### src/core/sprt_map.vh
// constants for the precharge and refresh timing block
// Notes on behaviour
// - write with auto close starts closing write recovery cycles after burst end.
// - close period counts from latest precharge to that bank, ends after row close time.
// - seamless other-bank bursts after auto close; auto close bursts never cut short.
// - refresh is cs low, line0 low, line1 low, line2 high; line3 picks kind.
// - single bank refresh only on eight-bank devices.
// - single bank refresh targets counter bank, round robin 0..7 then wraps.
// - bank counter cleared by reset command and on self refresh exit.
// - read auto close starts closing at max(BL/2, BL/2-2+RU(rtp)).
// - without auto close the bank stays open after the burst.
// - all bank refresh also clears the bank counter.
`ifndef SPRT_MAP_VH
`define SPRT_MAP_VH
`define SPRT_CLK_NS 40
`define SPRT_BURST_LEN 8
`define SPRT_WRITE_LAT 4
`define SPRT_RTP_NS 8
`define SPRT_WR_NS 15
`define SPRT_RP_NS 18
`define SPRT_RTP_CYC ((`SPRT_RTP_NS + `SPRT_CLK_NS - 1) / `SPRT_CLK_NS)
`define SPRT_WR_CYC ((`SPRT_WR_NS + `SPRT_CLK_NS - 1) / `SPRT_CLK_NS)
`define SPRT_RP_CYC ((`SPRT_RP_NS + `SPRT_CLK_NS - 1) / `SPRT_CLK_NS)
`define SPRT_BANKS 8
`define SPRT_CNT_W 6
`endif

### src/core/sprt_bank.v
// one bank: open state and delayed auto close timer
`timescale 1ns/1ps
`default_nettype none
`include "sprt_map.vh"
module sprt_bank (
    // clock and reset
    input wire clk_sys,
    input wire rst_b,
    // events for this bank
    input wire activate,
    input wire close_now,
    input wire arm_close,
    input wire [5:0] arm_delay,
    // state
    output reg bank_open,
    output reg closing,
    output reg auto_start
);
    reg [5:0] delay_cnt;
    reg armed;
    reg [5:0] rp_cnt;
    // close period in system clocks; counter is only six bits wide
    localparam [31:0] RP_FULL = `SPRT_RP_CYC;
    always @(posedge clk_sys or negedge rst_b) begin
        if (!rst_b) begin
            bank_open <= 1'b0;
            armed <= 1'b0;
            delay_cnt <= 6'h00;
            auto_start <= 1'b0;
            closing <= 1'b0;
            rp_cnt <= 6'h00;
        end else begin
            auto_start <= 1'b0;
            if (activate) begin
                bank_open <= 1'b1;
                closing <= 1'b0;
            end
            if (arm_close) begin
                // burst keeps running; close is only scheduled
                armed <= 1'b1;
                delay_cnt <= arm_delay;
            end else if (armed) begin
                if (delay_cnt <= 6'h01) begin
                    armed <= 1'b0;
                    auto_start <= 1'b1;
                    bank_open <= 1'b0;
                    closing <= 1'b1;
                    rp_cnt <= RP_FULL[5:0];
                end else begin
                    delay_cnt <= delay_cnt - 6'h01;
                end
            end
            if (close_now) begin
                // latest precharge restarts the close period
                bank_open <= 1'b0;
                armed <= 1'b0;
                closing <= 1'b1;
                rp_cnt <= RP_FULL[5:0];
            end else if (closing && !(armed && delay_cnt <= 6'h01) && !activate) begin
                if (rp_cnt <= 6'h01)
                    closing <= 1'b0;
                else
                    rp_cnt <= rp_cnt - 6'h01;
            end
        end
    end
endmodule // sprt_bank
`default_nettype wire

### src/core/sprt_core.v
// command decode, bank state and refresh bank counter
`timescale 1ns/1ps
`default_nettype none
`include "sprt_map.vh"
module sprt_core (
    // clock and reset
    input wire clk_sys,
    input wire rst_b,
    // memory clock and command bus from controller pins
    input wire mem_clk,
    input wire cs_b,
    input wire [3:0] cmd_line,
    input wire cmd_line0_falling,
    input wire all_bank_flag,
    input wire [2:0] bank_addr,
    // other command events decoded elsewhere
    input wire reset_cmd,
    input wire self_refresh_exit,
    // device organisation strap, high for eight banks
    input wire eight_banks,
    // status
    output reg [2:0] refresh_bank,
    output reg refresh_pulse,
    output reg refresh_all_pulse,
    output reg refresh_rejected,
    output reg [7:0] bank_open,
    output reg [7:0] bank_closing,
    output reg [7:0] auto_close_start
);
    // every pin passes two flops before any logic reads it
    reg mclk_s1;
    reg mclk_s2;
    reg mclk_d;
    reg cs_s1;
    reg cs_s2;
    reg [3:0] cmd_s1;
    reg [3:0] cmd_s2;
    reg auto_s1;
    reg auto_s2;
    reg ab_s1;
    reg ab_s2;
    reg [2:0] ba_s1;
    reg [2:0] ba_s2;
    reg eight_s1;
    reg eight_s2;
    reg [1:0] rst_cmd_s;
    reg [1:0] srx_s;
    reg srx_d;
    // memory clock; the delayed copy reads only the second flop
    always @(posedge clk_sys or negedge rst_b) begin
        if (!rst_b) begin
            mclk_s1 <= 1'b0;
            mclk_s2 <= 1'b0;
            mclk_d <= 1'b0;
        end else begin
            mclk_s1 <= mem_clk;
            mclk_s2 <= mclk_s1;
            mclk_d <= mclk_s2;
        end
    end
    // select idles high so leaving reset never looks like a command
    always @(posedge clk_sys or negedge rst_b) begin
        if (!rst_b) begin
            cs_s1 <= 1'b1;
            cs_s2 <= 1'b1;
        end else begin
            cs_s1 <= cs_b;
            cs_s2 <= cs_s1;
        end
    end
    // command and address lines; must stay put across a memory clock rise
    always @(posedge clk_sys or negedge rst_b) begin
        if (!rst_b) begin
            cmd_s1 <= 4'h0;
            cmd_s2 <= 4'h0;
            auto_s1 <= 1'b0;
            auto_s2 <= 1'b0;
            ab_s1 <= 1'b0;
            ab_s2 <= 1'b0;
            ba_s1 <= 3'h0;
            ba_s2 <= 3'h0;
        end else begin
            cmd_s1 <= cmd_line;
            cmd_s2 <= cmd_s1;
            auto_s1 <= cmd_line0_falling;
            auto_s2 <= auto_s1;
            ab_s1 <= all_bank_flag;
            ab_s2 <= ab_s1;
            ba_s1 <= bank_addr;
            ba_s2 <= ba_s1;
        end
    end
    // organisation strap
    always @(posedge clk_sys or negedge rst_b) begin
        if (!rst_b) begin
            eight_s1 <= 1'b0;
            eight_s2 <= 1'b0;
        end else begin
            eight_s1 <= eight_banks;
            eight_s2 <= eight_s1;
        end
    end
    // counter sync events; self refresh exit acts on its rising edge only
    always @(posedge clk_sys or negedge rst_b) begin
        if (!rst_b) begin
            rst_cmd_s <= 2'b00;
            srx_s <= 2'b00;
            srx_d <= 1'b0;
        end else begin
            rst_cmd_s <= {rst_cmd_s[0], reset_cmd};
            srx_s <= {srx_s[0], self_refresh_exit};
            srx_d <= srx_s[1];
        end
    end
    wire m_rise = mclk_s2 && !mclk_d;
    wire cmd_ok = m_rise && !cs_s2;
    // command decode on memory clock rising edge
    reg dec_act;
    reg dec_wr;
    reg dec_rd;
    reg dec_pre;
    reg dec_single_bank_refresh;
    reg dec_all_bank_refresh;
    always @* begin
        dec_act = 1'b0;
        dec_wr = 1'b0;
        dec_rd = 1'b0;
        dec_pre = 1'b0;
        dec_single_bank_refresh = 1'b0;
        dec_all_bank_refresh = 1'b0;
        if (cmd_ok) begin
            case (cmd_s2)
                4'h2, 4'h6, 4'ha, 4'he: begin
                    dec_act = 1'b1;
                end
                4'h0, 4'h8: begin
                    dec_wr = 1'b1;
                end
                4'h5, 4'hd: begin
                    dec_rd = 1'b1;
                end
                4'hb: begin
                    dec_pre = 1'b1;
                end
                4'h4: begin
                    dec_single_bank_refresh = 1'b1;
                end
                4'hc: begin
                    dec_all_bank_refresh = 1'b1;
                end
                default: begin
                    // other commands leave precharge and refresh state alone
                    dec_act = 1'b0;
                end
            endcase
        end
    end
    // delays counted in system clocks after decode, not memory clocks
    localparam integer RD_LATE_I = `SPRT_BURST_LEN / 2 - 2 + `SPRT_RTP_CYC;
    localparam integer RD_EARLY_I = `SPRT_BURST_LEN / 2;
    localparam [31:0] RD_DLY_W = (RD_LATE_I > RD_EARLY_I) ? RD_LATE_I : RD_EARLY_I;
    localparam [31:0] WR_DLY_W = `SPRT_WRITE_LAT + `SPRT_BURST_LEN / 2 + `SPRT_WR_CYC;
    wire [5:0] rd_dly = RD_DLY_W[5:0];
    wire [5:0] wr_dly = WR_DLY_W[5:0];
    wire [5:0] arm_dly = dec_rd ? rd_dly : wr_dly;
    wire [7:0] sel = 8'h01 << ba_s2;
    wire [7:0] b_open;
    wire [7:0] b_closing;
    wire [7:0] b_start;
    // precharge all hits every bank whatever the bank address
    wire [7:0] pre_hit = dec_pre ? (ab_s2 ? 8'hff : sel) : 8'h00;
    wire [7:0] act_hit = dec_act ? sel : 8'h00;
    // auto close only when the flag rides on the read or write
    wire [7:0] arm_hit = ((dec_rd || dec_wr) && auto_s2) ? sel : 8'h00;
    genvar g;
    generate
        for (g = 0; g < `SPRT_BANKS; g = g + 1) begin : g_bank
            // without auto close only activate and precharge touch state
            sprt_bank u_bank (
                .clk_sys(clk_sys),
                .rst_b(rst_b),
                .activate(act_hit[g]),
                .close_now(pre_hit[g]),
                .arm_close(arm_hit[g]),
                .arm_delay(arm_dly),
                .bank_open(b_open[g]),
                .closing(b_closing[g]),
                .auto_start(b_start[g])
            );
        end
    endgenerate
    // refresh bank counter
    reg [2:0] next_refresh_bank;
    wire exit_edge = srx_s[1] && !srx_d;
    wire sync_clear = rst_cmd_s[1] || exit_edge || dec_all_bank_refresh;
    // a four-bank part refuses the per-bank form; counter holds
    wire pb_take = dec_single_bank_refresh && eight_s2;
    always @* begin
        next_refresh_bank = refresh_bank;
        if (sync_clear) begin
            next_refresh_bank = 3'h0;
        end else if (pb_take) begin
            next_refresh_bank = refresh_bank + 3'h1;
        end
    end
    always @(posedge clk_sys or negedge rst_b) begin
        if (!rst_b) begin
            refresh_bank <= 3'h0;
        end else begin
            refresh_bank <= next_refresh_bank;
        end
    end
    // one-cycle refresh pulses
    always @(posedge clk_sys or negedge rst_b) begin
        if (!rst_b) begin
            refresh_pulse <= 1'b0;
            refresh_all_pulse <= 1'b0;
            refresh_rejected <= 1'b0;
        end else begin
            refresh_pulse <= pb_take;
            refresh_all_pulse <= dec_all_bank_refresh;
            refresh_rejected <= dec_single_bank_refresh && !eight_s2;
        end
    end
    // bank status mirrors, one clock behind the bank flops
    always @(posedge clk_sys or negedge rst_b) begin
        if (!rst_b) begin
            bank_open <= 8'h00;
            bank_closing <= 8'h00;
            auto_close_start <= 8'h00;
        end else begin
            bank_open <= b_open;
            bank_closing <= b_closing;
            auto_close_start <= b_start;
        end
    end
endmodule // sprt_core
`default_nettype wire

### config.mk
export PLATFORM = sky130hd
export DESIGN_NAME = sprt_core
export DESIGN_NICKNAME = d
export VERILOG_FILES = /design/src/core/sprt_bank.v /design/src/core/sprt_core.v
export VERILOG_INCLUDE_DIRS = /design/src /design/src/core
export SDC_FILE = /design/constraint.sdc
export NUM_CORES = 1
export LEC_CHECK = 0
export BUFFER_PORTS_ARGS = -buffer_cell sky130_fd_sc_hd__buf_2
export CAP_MARGIN = 20
export CORE_MARGIN = 4
export CORE_UTILIZATION = 50
export DETAILED_ROUTE_END_ITERATION = 10
export PLACE_DENSITY_LB_ADDON = 0.1
export SYNTH_ARGS = -nofsm -noshare
export SYNTH_HDL_FRONTEND = slang
export SYNTH_HIERARCHICAL = 1
export SYNTH_SLANG_ARGS = --single-unit
### constraint.sdc
create_clock -name clk_sys -period 4.1 [get_ports clk_sys]
set_clock_uncertainty 0.05 [all_clocks]
set_input_delay 0.82 -clock clk_sys [delete_from_list [all_inputs] [get_ports clk_sys]]
set_output_delay 0.82 -clock clk_sys [all_outputs]
set_load 0.005 [all_outputs]
Yosys cells after proc, flatten, opt, wreduce, memory -nomap -nowiden
Cells that the tools add are included.
{ "totals": {"regBits": 188, "in_bits": 16, "output_inout_bits": 30, "word_cells": 442} }
{ "op_classes": {"add_sub_neg": 17, "n_lt_le_gt_ge": 16, "n_eq_ne": 18, "shift": 1, "mux": 243, "n_reduce_logical": 74} }
{ "ops": {"columns": ["cell", "count"], "rows": [
  ["two-way mux 6 bit", 72],
  ["two-way mux 1 bit", 164],
  ["<= comparator 6 x 1 -> 1 bit, second input constant", 16],
  ["subtractor 6 x 1 -> 6 bit, second input constant", 16],
  ["two-way mux 8 bit", 4],
  ["logical AND 1 bit", 30],
  ["== test 4 bit, second input constant", 6],
  ["logical NOT 1 bit", 20],
  ["nonzero test 2 bit", 9],
  ["!= test 2 bit, second input constant", 8],
  ["AND reduction 2 bit", 8],
  ["== test 4 x 3 -> 1 bit, second input constant", 3],
  ["left shift 1 x 3 -> 8 bit, first input constant", 1],
  ["two-way mux 3 bit", 2],
  ["== test 4 x 2 -> 1 bit, second input constant", 1],
  ["logical NOT 4 bit", 1],
  ["two-way mux 4 bit", 1],
  ["OR reduction 2 bit", 2],
  ["OR reduction 4 bit", 1],
  ["adder 3 x 1 -> 3 bit, second input constant", 1],
  ["logical OR 1 bit", 3]
]} }

Longest topological paths before layout
{ "depth": {"word_depth": 12, "mapped_depth": 8, "depth_no_buf": 7} }

Hierarchy
Netlist, hierarchy kept.
{ "modules_own_cells": {"columns": ["module", "instances", "cells_per_inst", "area_per_inst_um2", "seq_area_each_um2"], "rows": [
  ["sprt_bank (g_bank[0].u_bank ...)", 6, 100, 959.7, 400.4],
  ["sprt_core", 1, 133, 1936.9, 1503.9],
  ["sprt_bank (g_bank[6].u_bank ...)", 2, 101, 942.2, 400.4]
]} }

Least setup slack after synthesis
No wires, ideal clock.
{ "synth_timing": {"path_type": "flip-flop to flip-flop", "start": "register mclk_d", "end": "register g_bank[0].u_bank.rp_cnt[0]", "arrival_ns": 2.044, "t_required_ns": 3.929, "slack_ns": 1.885, "stages_incl_launch_ff": 8, "path_buffers": 0, "period_less_slack_ns": 2.215, "cell_sequence": "dfrtp_1 nor4b_4 nand3_1 nor2b_1 nor2_1 a31oi_1 o21ai_1 o22a_1"} }
{ "synth_between": {"elab_chain_cells": 11, "word_cells_on_any_way": 18, "cone_classes": "mux (11); reduce/logical (7)"} }
{ "synth_lines": {"columns": ["element", "line", "text"], "rows": [
  ["start: declaration", "sprt_core.v:33", "reg mclk_d;"],
  ["start signal: assignment", "sprt_core.v:58", "mclk_d <= mclk_s2;"],
  ["logical NOT 1 bit *", "sprt_core.v:115", "wire m_rise = mclk_s2 && !mclk_d;"],
  ["logical AND 1 bit *", "sprt_core.v:115", null],
  ["logical AND 1 bit *", "sprt_core.v:116", "wire cmd_ok = m_rise && !cs_s2;"],
  ["two-way mux 1 bit", "sprt_core.v:131", "if (cmd_ok) begin"],
  ["logical OR 1 bit *", "sprt_core.v:174", "wire [7:0] arm_hit = ((dec_rd || dec_wr) && auto_s2) ? sel : 8'h00;"],
  ["logical AND 1 bit *", "sprt_core.v:174", null],
  ["two-way mux 8 bit *", "sprt_core.v:174", null],
  ["named net arm_hit[0]", "sprt_core.v:174", null],
  ["two-way mux 6 bit *", "sprt_bank.v:38", "if (arm_close) begin"],
  ["two-way mux 6 bit", "sprt_bank.v:60", "if (rp_cnt <= 6'h01)"],
  ["two-way mux 6 bit *", "sprt_bank.v:59", "end else if (closing && !(armed && delay_cnt <= 6'h01) && !activate) begin"],
  ["two-way mux 6 bit *", "sprt_bank.v:53", "if (close_now) begin"],
  ["end signal: assignment", "sprt_bank.v:48", "rp_cnt <= RP_FULL[5:0];"],
  ["end signal: assignment", "sprt_bank.v:58", "rp_cnt <= RP_FULL[5:0];"],
  ["end signal: assignment", "sprt_bank.v:63", "rp_cnt <= rp_cnt - 6'h01;"],
  ["end: declaration", "sprt_bank.v:21", "reg [5:0] rp_cnt;"]
]} }
The timed path passes the listed nets; every way through them passes the cells marked *.
A chain may end at the register's enable or synchronous reset.

Worst setup path in the final report
{ "layout_timing": {"start": "register mclk_d", "end": "register g_bank[1].u_bank.rp_cnt[0]"} }
{ "layout_between": {"elab_chain_cells": 11, "word_cells_on_any_way": 18, "cone_classes": "mux (11); reduce/logical (7)"} }
{ "layout_lines": {"columns": ["element", "line"], "rows": [
  ["logical NOT 1 bit *", "sprt_core.v:115"],
  ["logical AND 1 bit *", "sprt_core.v:115"],
  ["logical AND 1 bit *", "sprt_core.v:116"],
  ["two-way mux 1 bit", "sprt_core.v:131"],
  ["logical OR 1 bit *", "sprt_core.v:174"],
  ["logical AND 1 bit *", "sprt_core.v:174"],
  ["two-way mux 8 bit *", "sprt_core.v:174"],
  ["named net arm_hit[1]", "sprt_core.v:174"],
  ["two-way mux 6 bit *", "sprt_bank.v:38"],
  ["two-way mux 6 bit", "sprt_bank.v:60"],
  ["two-way mux 6 bit *", "sprt_bank.v:59"],
  ["two-way mux 6 bit *", "sprt_bank.v:53"],
  ["end signal: assignment", "sprt_bank.v:48"],
  ["end signal: assignment", "sprt_bank.v:58"],
  ["end signal: assignment", "sprt_bank.v:63"],
  ["end: declaration", "sprt_bank.v:21"]
]} }
Marks and branches as above.

==> impl_metrics.py <==
metrics = {
    "status": {
        "status": "complete, no violations",
    },
    "route": {
        "drc": 0,
        "drt_iter0_drc": 381,
        "ant_nets": 0,
        "wl_per_cell_um": 14.8,
        "vias_per_cell": 5.43,
        "vias": 6862,
        "firstDrtPassIters": 5,
        "wirelength_mm": 18.7,
    },
    "sta": {
        "finalSetupTns_ns": 0,
        "setup_viol": 0,
        "drv_slew": 0,
        "timing.slew.headroom_pct": 47.4,
        "layout_min_cycle_time_ns": 3.18,
        "finalHoldViolations": 0,
        "rsz0062_at_grt": "false",
        "worst_slew_pin_slew_ns": 0.787,
        "timing.final.crit_share_pct": 77.6,
        "fmax_mhz": 314,
    },
    "flow_run": {
        "cap_viol_max_count": 0,
    },
    "worst_setup_path": {
        "critical_path_class": "reg2reg",
        "crit_arrival_ns": 3.44,
        "critical-path-top-delay-family": "simple AND/OR/NAND/NOR gates",
        "crit_buf_inv": 0,
        "path_max_fanout": 14,
        "cpMaxStageDelayCell": "nor2_1",
        "worst_setup_path_start_kind": "flip-flop",
        "worstPathCellList": "nor4b_4 > nand3_1 > nor2_1 > nor2_1 > a31oi_1 > o21ai_1 > o22a_1",
        "cp_slowest_stage_delay_ns": 0.74,
        "critical_path_required_ns": 4.36,
        "cp-end-kind": "flip-flop",
        "crit_top_cell": "nor2_1",
    },
    "clock_tree": {
        "post_cts_resize_count": 0,
        "clkLatencyLatePin_ns": 0.43,
        "clock-sinks": 188,
        "hold_buffers": 0,
        "root_buffer": "clkbuf_16",
        "cts_buffers": 17,
        "cts_setup_buffers": 0,
        "htreeDepth": 4,
        "cts_tree": "yes",
        "clk_path_buf_depth": 2,
        "clkTransAtPathRegs_ns": 0.07,
    },
    "layout": {
        "diodes": 0,
        "utilization_pct": 57.9,
        "layout.nets": 1066,
        "area_growth_pct": 13.4,
        "final_layout_size_suffix_gt1_share_pct": 15.6,
    },
    "synthesis": {
        "synthFlopType": "dfrtp_1",
        "avgSynthCellArea_sq_um": 10.2,
        "synth.top_cell.area_share_pct": 48.6,
        "synth.distinct_cells": 58,
        "yosys-top-cells-area": "dfrtp_1, ha_1, nand2_1, nand2b_1, inv_1",
        "synth_edf_count": 0,
        "synth_seq_cells": 188,
        "yosysWarnings": 6,
        "netlist_top_cells_count": "dfrtp_1, nand2_1, inv_1, nor2_1, o21ai_0",
        "netlist_instances": 935,
        "synthesis.area_sq_um": 9580,
        "yosysMostFrequentCell": "dfrtp_1",
        "ys_seq_area_share_pct": 49.1,
        "yosys.area.top_type": "dfrtp_1",
        "async_flop_share_pct": 100,
    },
    "floorplan": {
        "die_w_um": 146,
        "num_rows": 50,
        "coreArea_sq_um": 18800,
        "die_h_um": 146,
        "ios": 46,
        "die_area_sq_um": 21400,
        "initial_core_util_pct": 51.0,
    },
    "placed_design": {
        "gp_congestion": 0.856,
        "place_hpwl_mm": 13.4,
        "io_buffers": 45,
    },
    "global_route": {
        "grt_max_degree": 102,
        "grt_use_total_pct": 18.2,
        "grt_pass1_vias": 6603,
        "grt_pass1_wl_mm": 32.1,
        "antenna_found_initial": 0,
        "grt_overflow": 0,
    },
    "pwr": {
        "p_per_area_nw_per_um2": 512,
        "power.total_mw": 5.56,
        "leakagePower_nw": 4.75,
        "ir_worst_vdd_mv": 0.291,
    },
    "worst_hold_path": {
        "hp-class": "reg2reg",
    },
}
==> cell usage in the layout, fill, tap and decap left out, drive strengths merged, types with 12 or more instances in the layout <==
cell | synthesis | routed
conb | 1 | 24
ha | 33 | 33
dfrtp | 186 | 186
nand2 | 89 | 89
nand2b | 35 | 35
mux2 | 14 | 14
nor3 | 42 | 42
o32ai | 12 | 12
nand3b | 12 | 12
or3 | 21 | 21
xnor2 | 19 | 19
nand3 | 21 | 21
o21ai | 60 | 60
buf | 8 | 60
inv | 58 | 61
clkbuf | 13 | 19
nor2 | 58 | 58
a21oi | 35 | 35
or2 | 20 | 20
mux2i | 20 | 20
a31oi | 18 | 18
o31ai | 43 | 43
==> registers in the layout, indices dropped and copies added (netlist names), 8 cells and up <==
name                      cells
g_bank.u_bank/delay_cnt      48
g_bank.u_bank/rp_cnt         48
auto_close_start              8
bank_closing                  8
bank_open                     8
g_bank.u_bank/armed           8
g_bank.u_bank/auto_start      8
g_bank.u_bank/bank_open       8
g_bank.u_bank/closing         8
==> metrics by stage <==
stage	hold WS (ns)	cells	area, sq um	worst slack, ns
3_3_place_gp	0.283	1232	10200	1.05
5_1_grt	0.302	1263	10900	0.693
4_1_cts	0.300	1263	10900	0.913
6_report	0.298	1263	10900	0.920
3_5_place_dp	0.285	1232	10200	0.952
2_1_floorplan	0.281	958	9670	1.88
==> power by group <==
part	internal, mW	total [mW]	switching, mW
sequential	2.16	2.51	0.352
combinational	0.574	1.33	0.757
clock	1.02	1.72	0.698
total	3.75	5.56	1.81
==> worst register-to-register path: cells and delay by family, from the launching register on <==
family	cells	cell delay, ns
simple gates	4	1.74
compound gates	3	0.87
flops	1	0.41
==> cell families after synthesis <==
group           count (synthesis)  synth area share, %
other cells                     1               0.0391
buf+inv                        79                 3.10
flops                         188                 49.1
xor+xnor                       25                 2.29
compound gates                230                 17.1
simple gates                  345                 20.3
fa+ha+maj                      33                 4.31
mux                            34                 3.74
==> path summary, 6_finish.rpt <==
check / start / endpoint / slack (ns) / depth (start not counted)
max in group asynchronous: rst_b / cs_s1 / 2.61 / 2
max: mclk_d / g_bank[1].u_bank/rp_cnt[0] / 0.92 / 7
min reg2reg: cmd_s1[1] / cmd_s2[1] / 0.30 / 0
max reg2reg: mclk_d / g_bank[1].u_bank/rp_cnt[0] / 0.92 / 7
min in group asynchronous: rst_b / g_bank[5].u_bank/rp_cnt[4] / 0.43 / 1
min: cmd_s1[1] / cmd_s2[1] / 0.30 / 0
==> layout make-up <==
type | count | area, sq um
repair buffers | 61 | 367
multi-input cells | 691 | 4660
flip-flops and latches | 188 | 4710
clock inverters | 13 | 189
well taps | 234 | 293
clock buffers | 18 | 429
inverters | 58 | 218
fillers | 1639 | 7900
==> layer usage <==
metal  wire length (um)  vias up  track usage, %
li1                   -     3499               -
met1               9340     3280            25.7
met2               8650       69            29.0
met3                496       14            3.82
met4                233        0            4.52
met5                  0        -               0
Note: power is estimated with default switching activity, not from simulation.
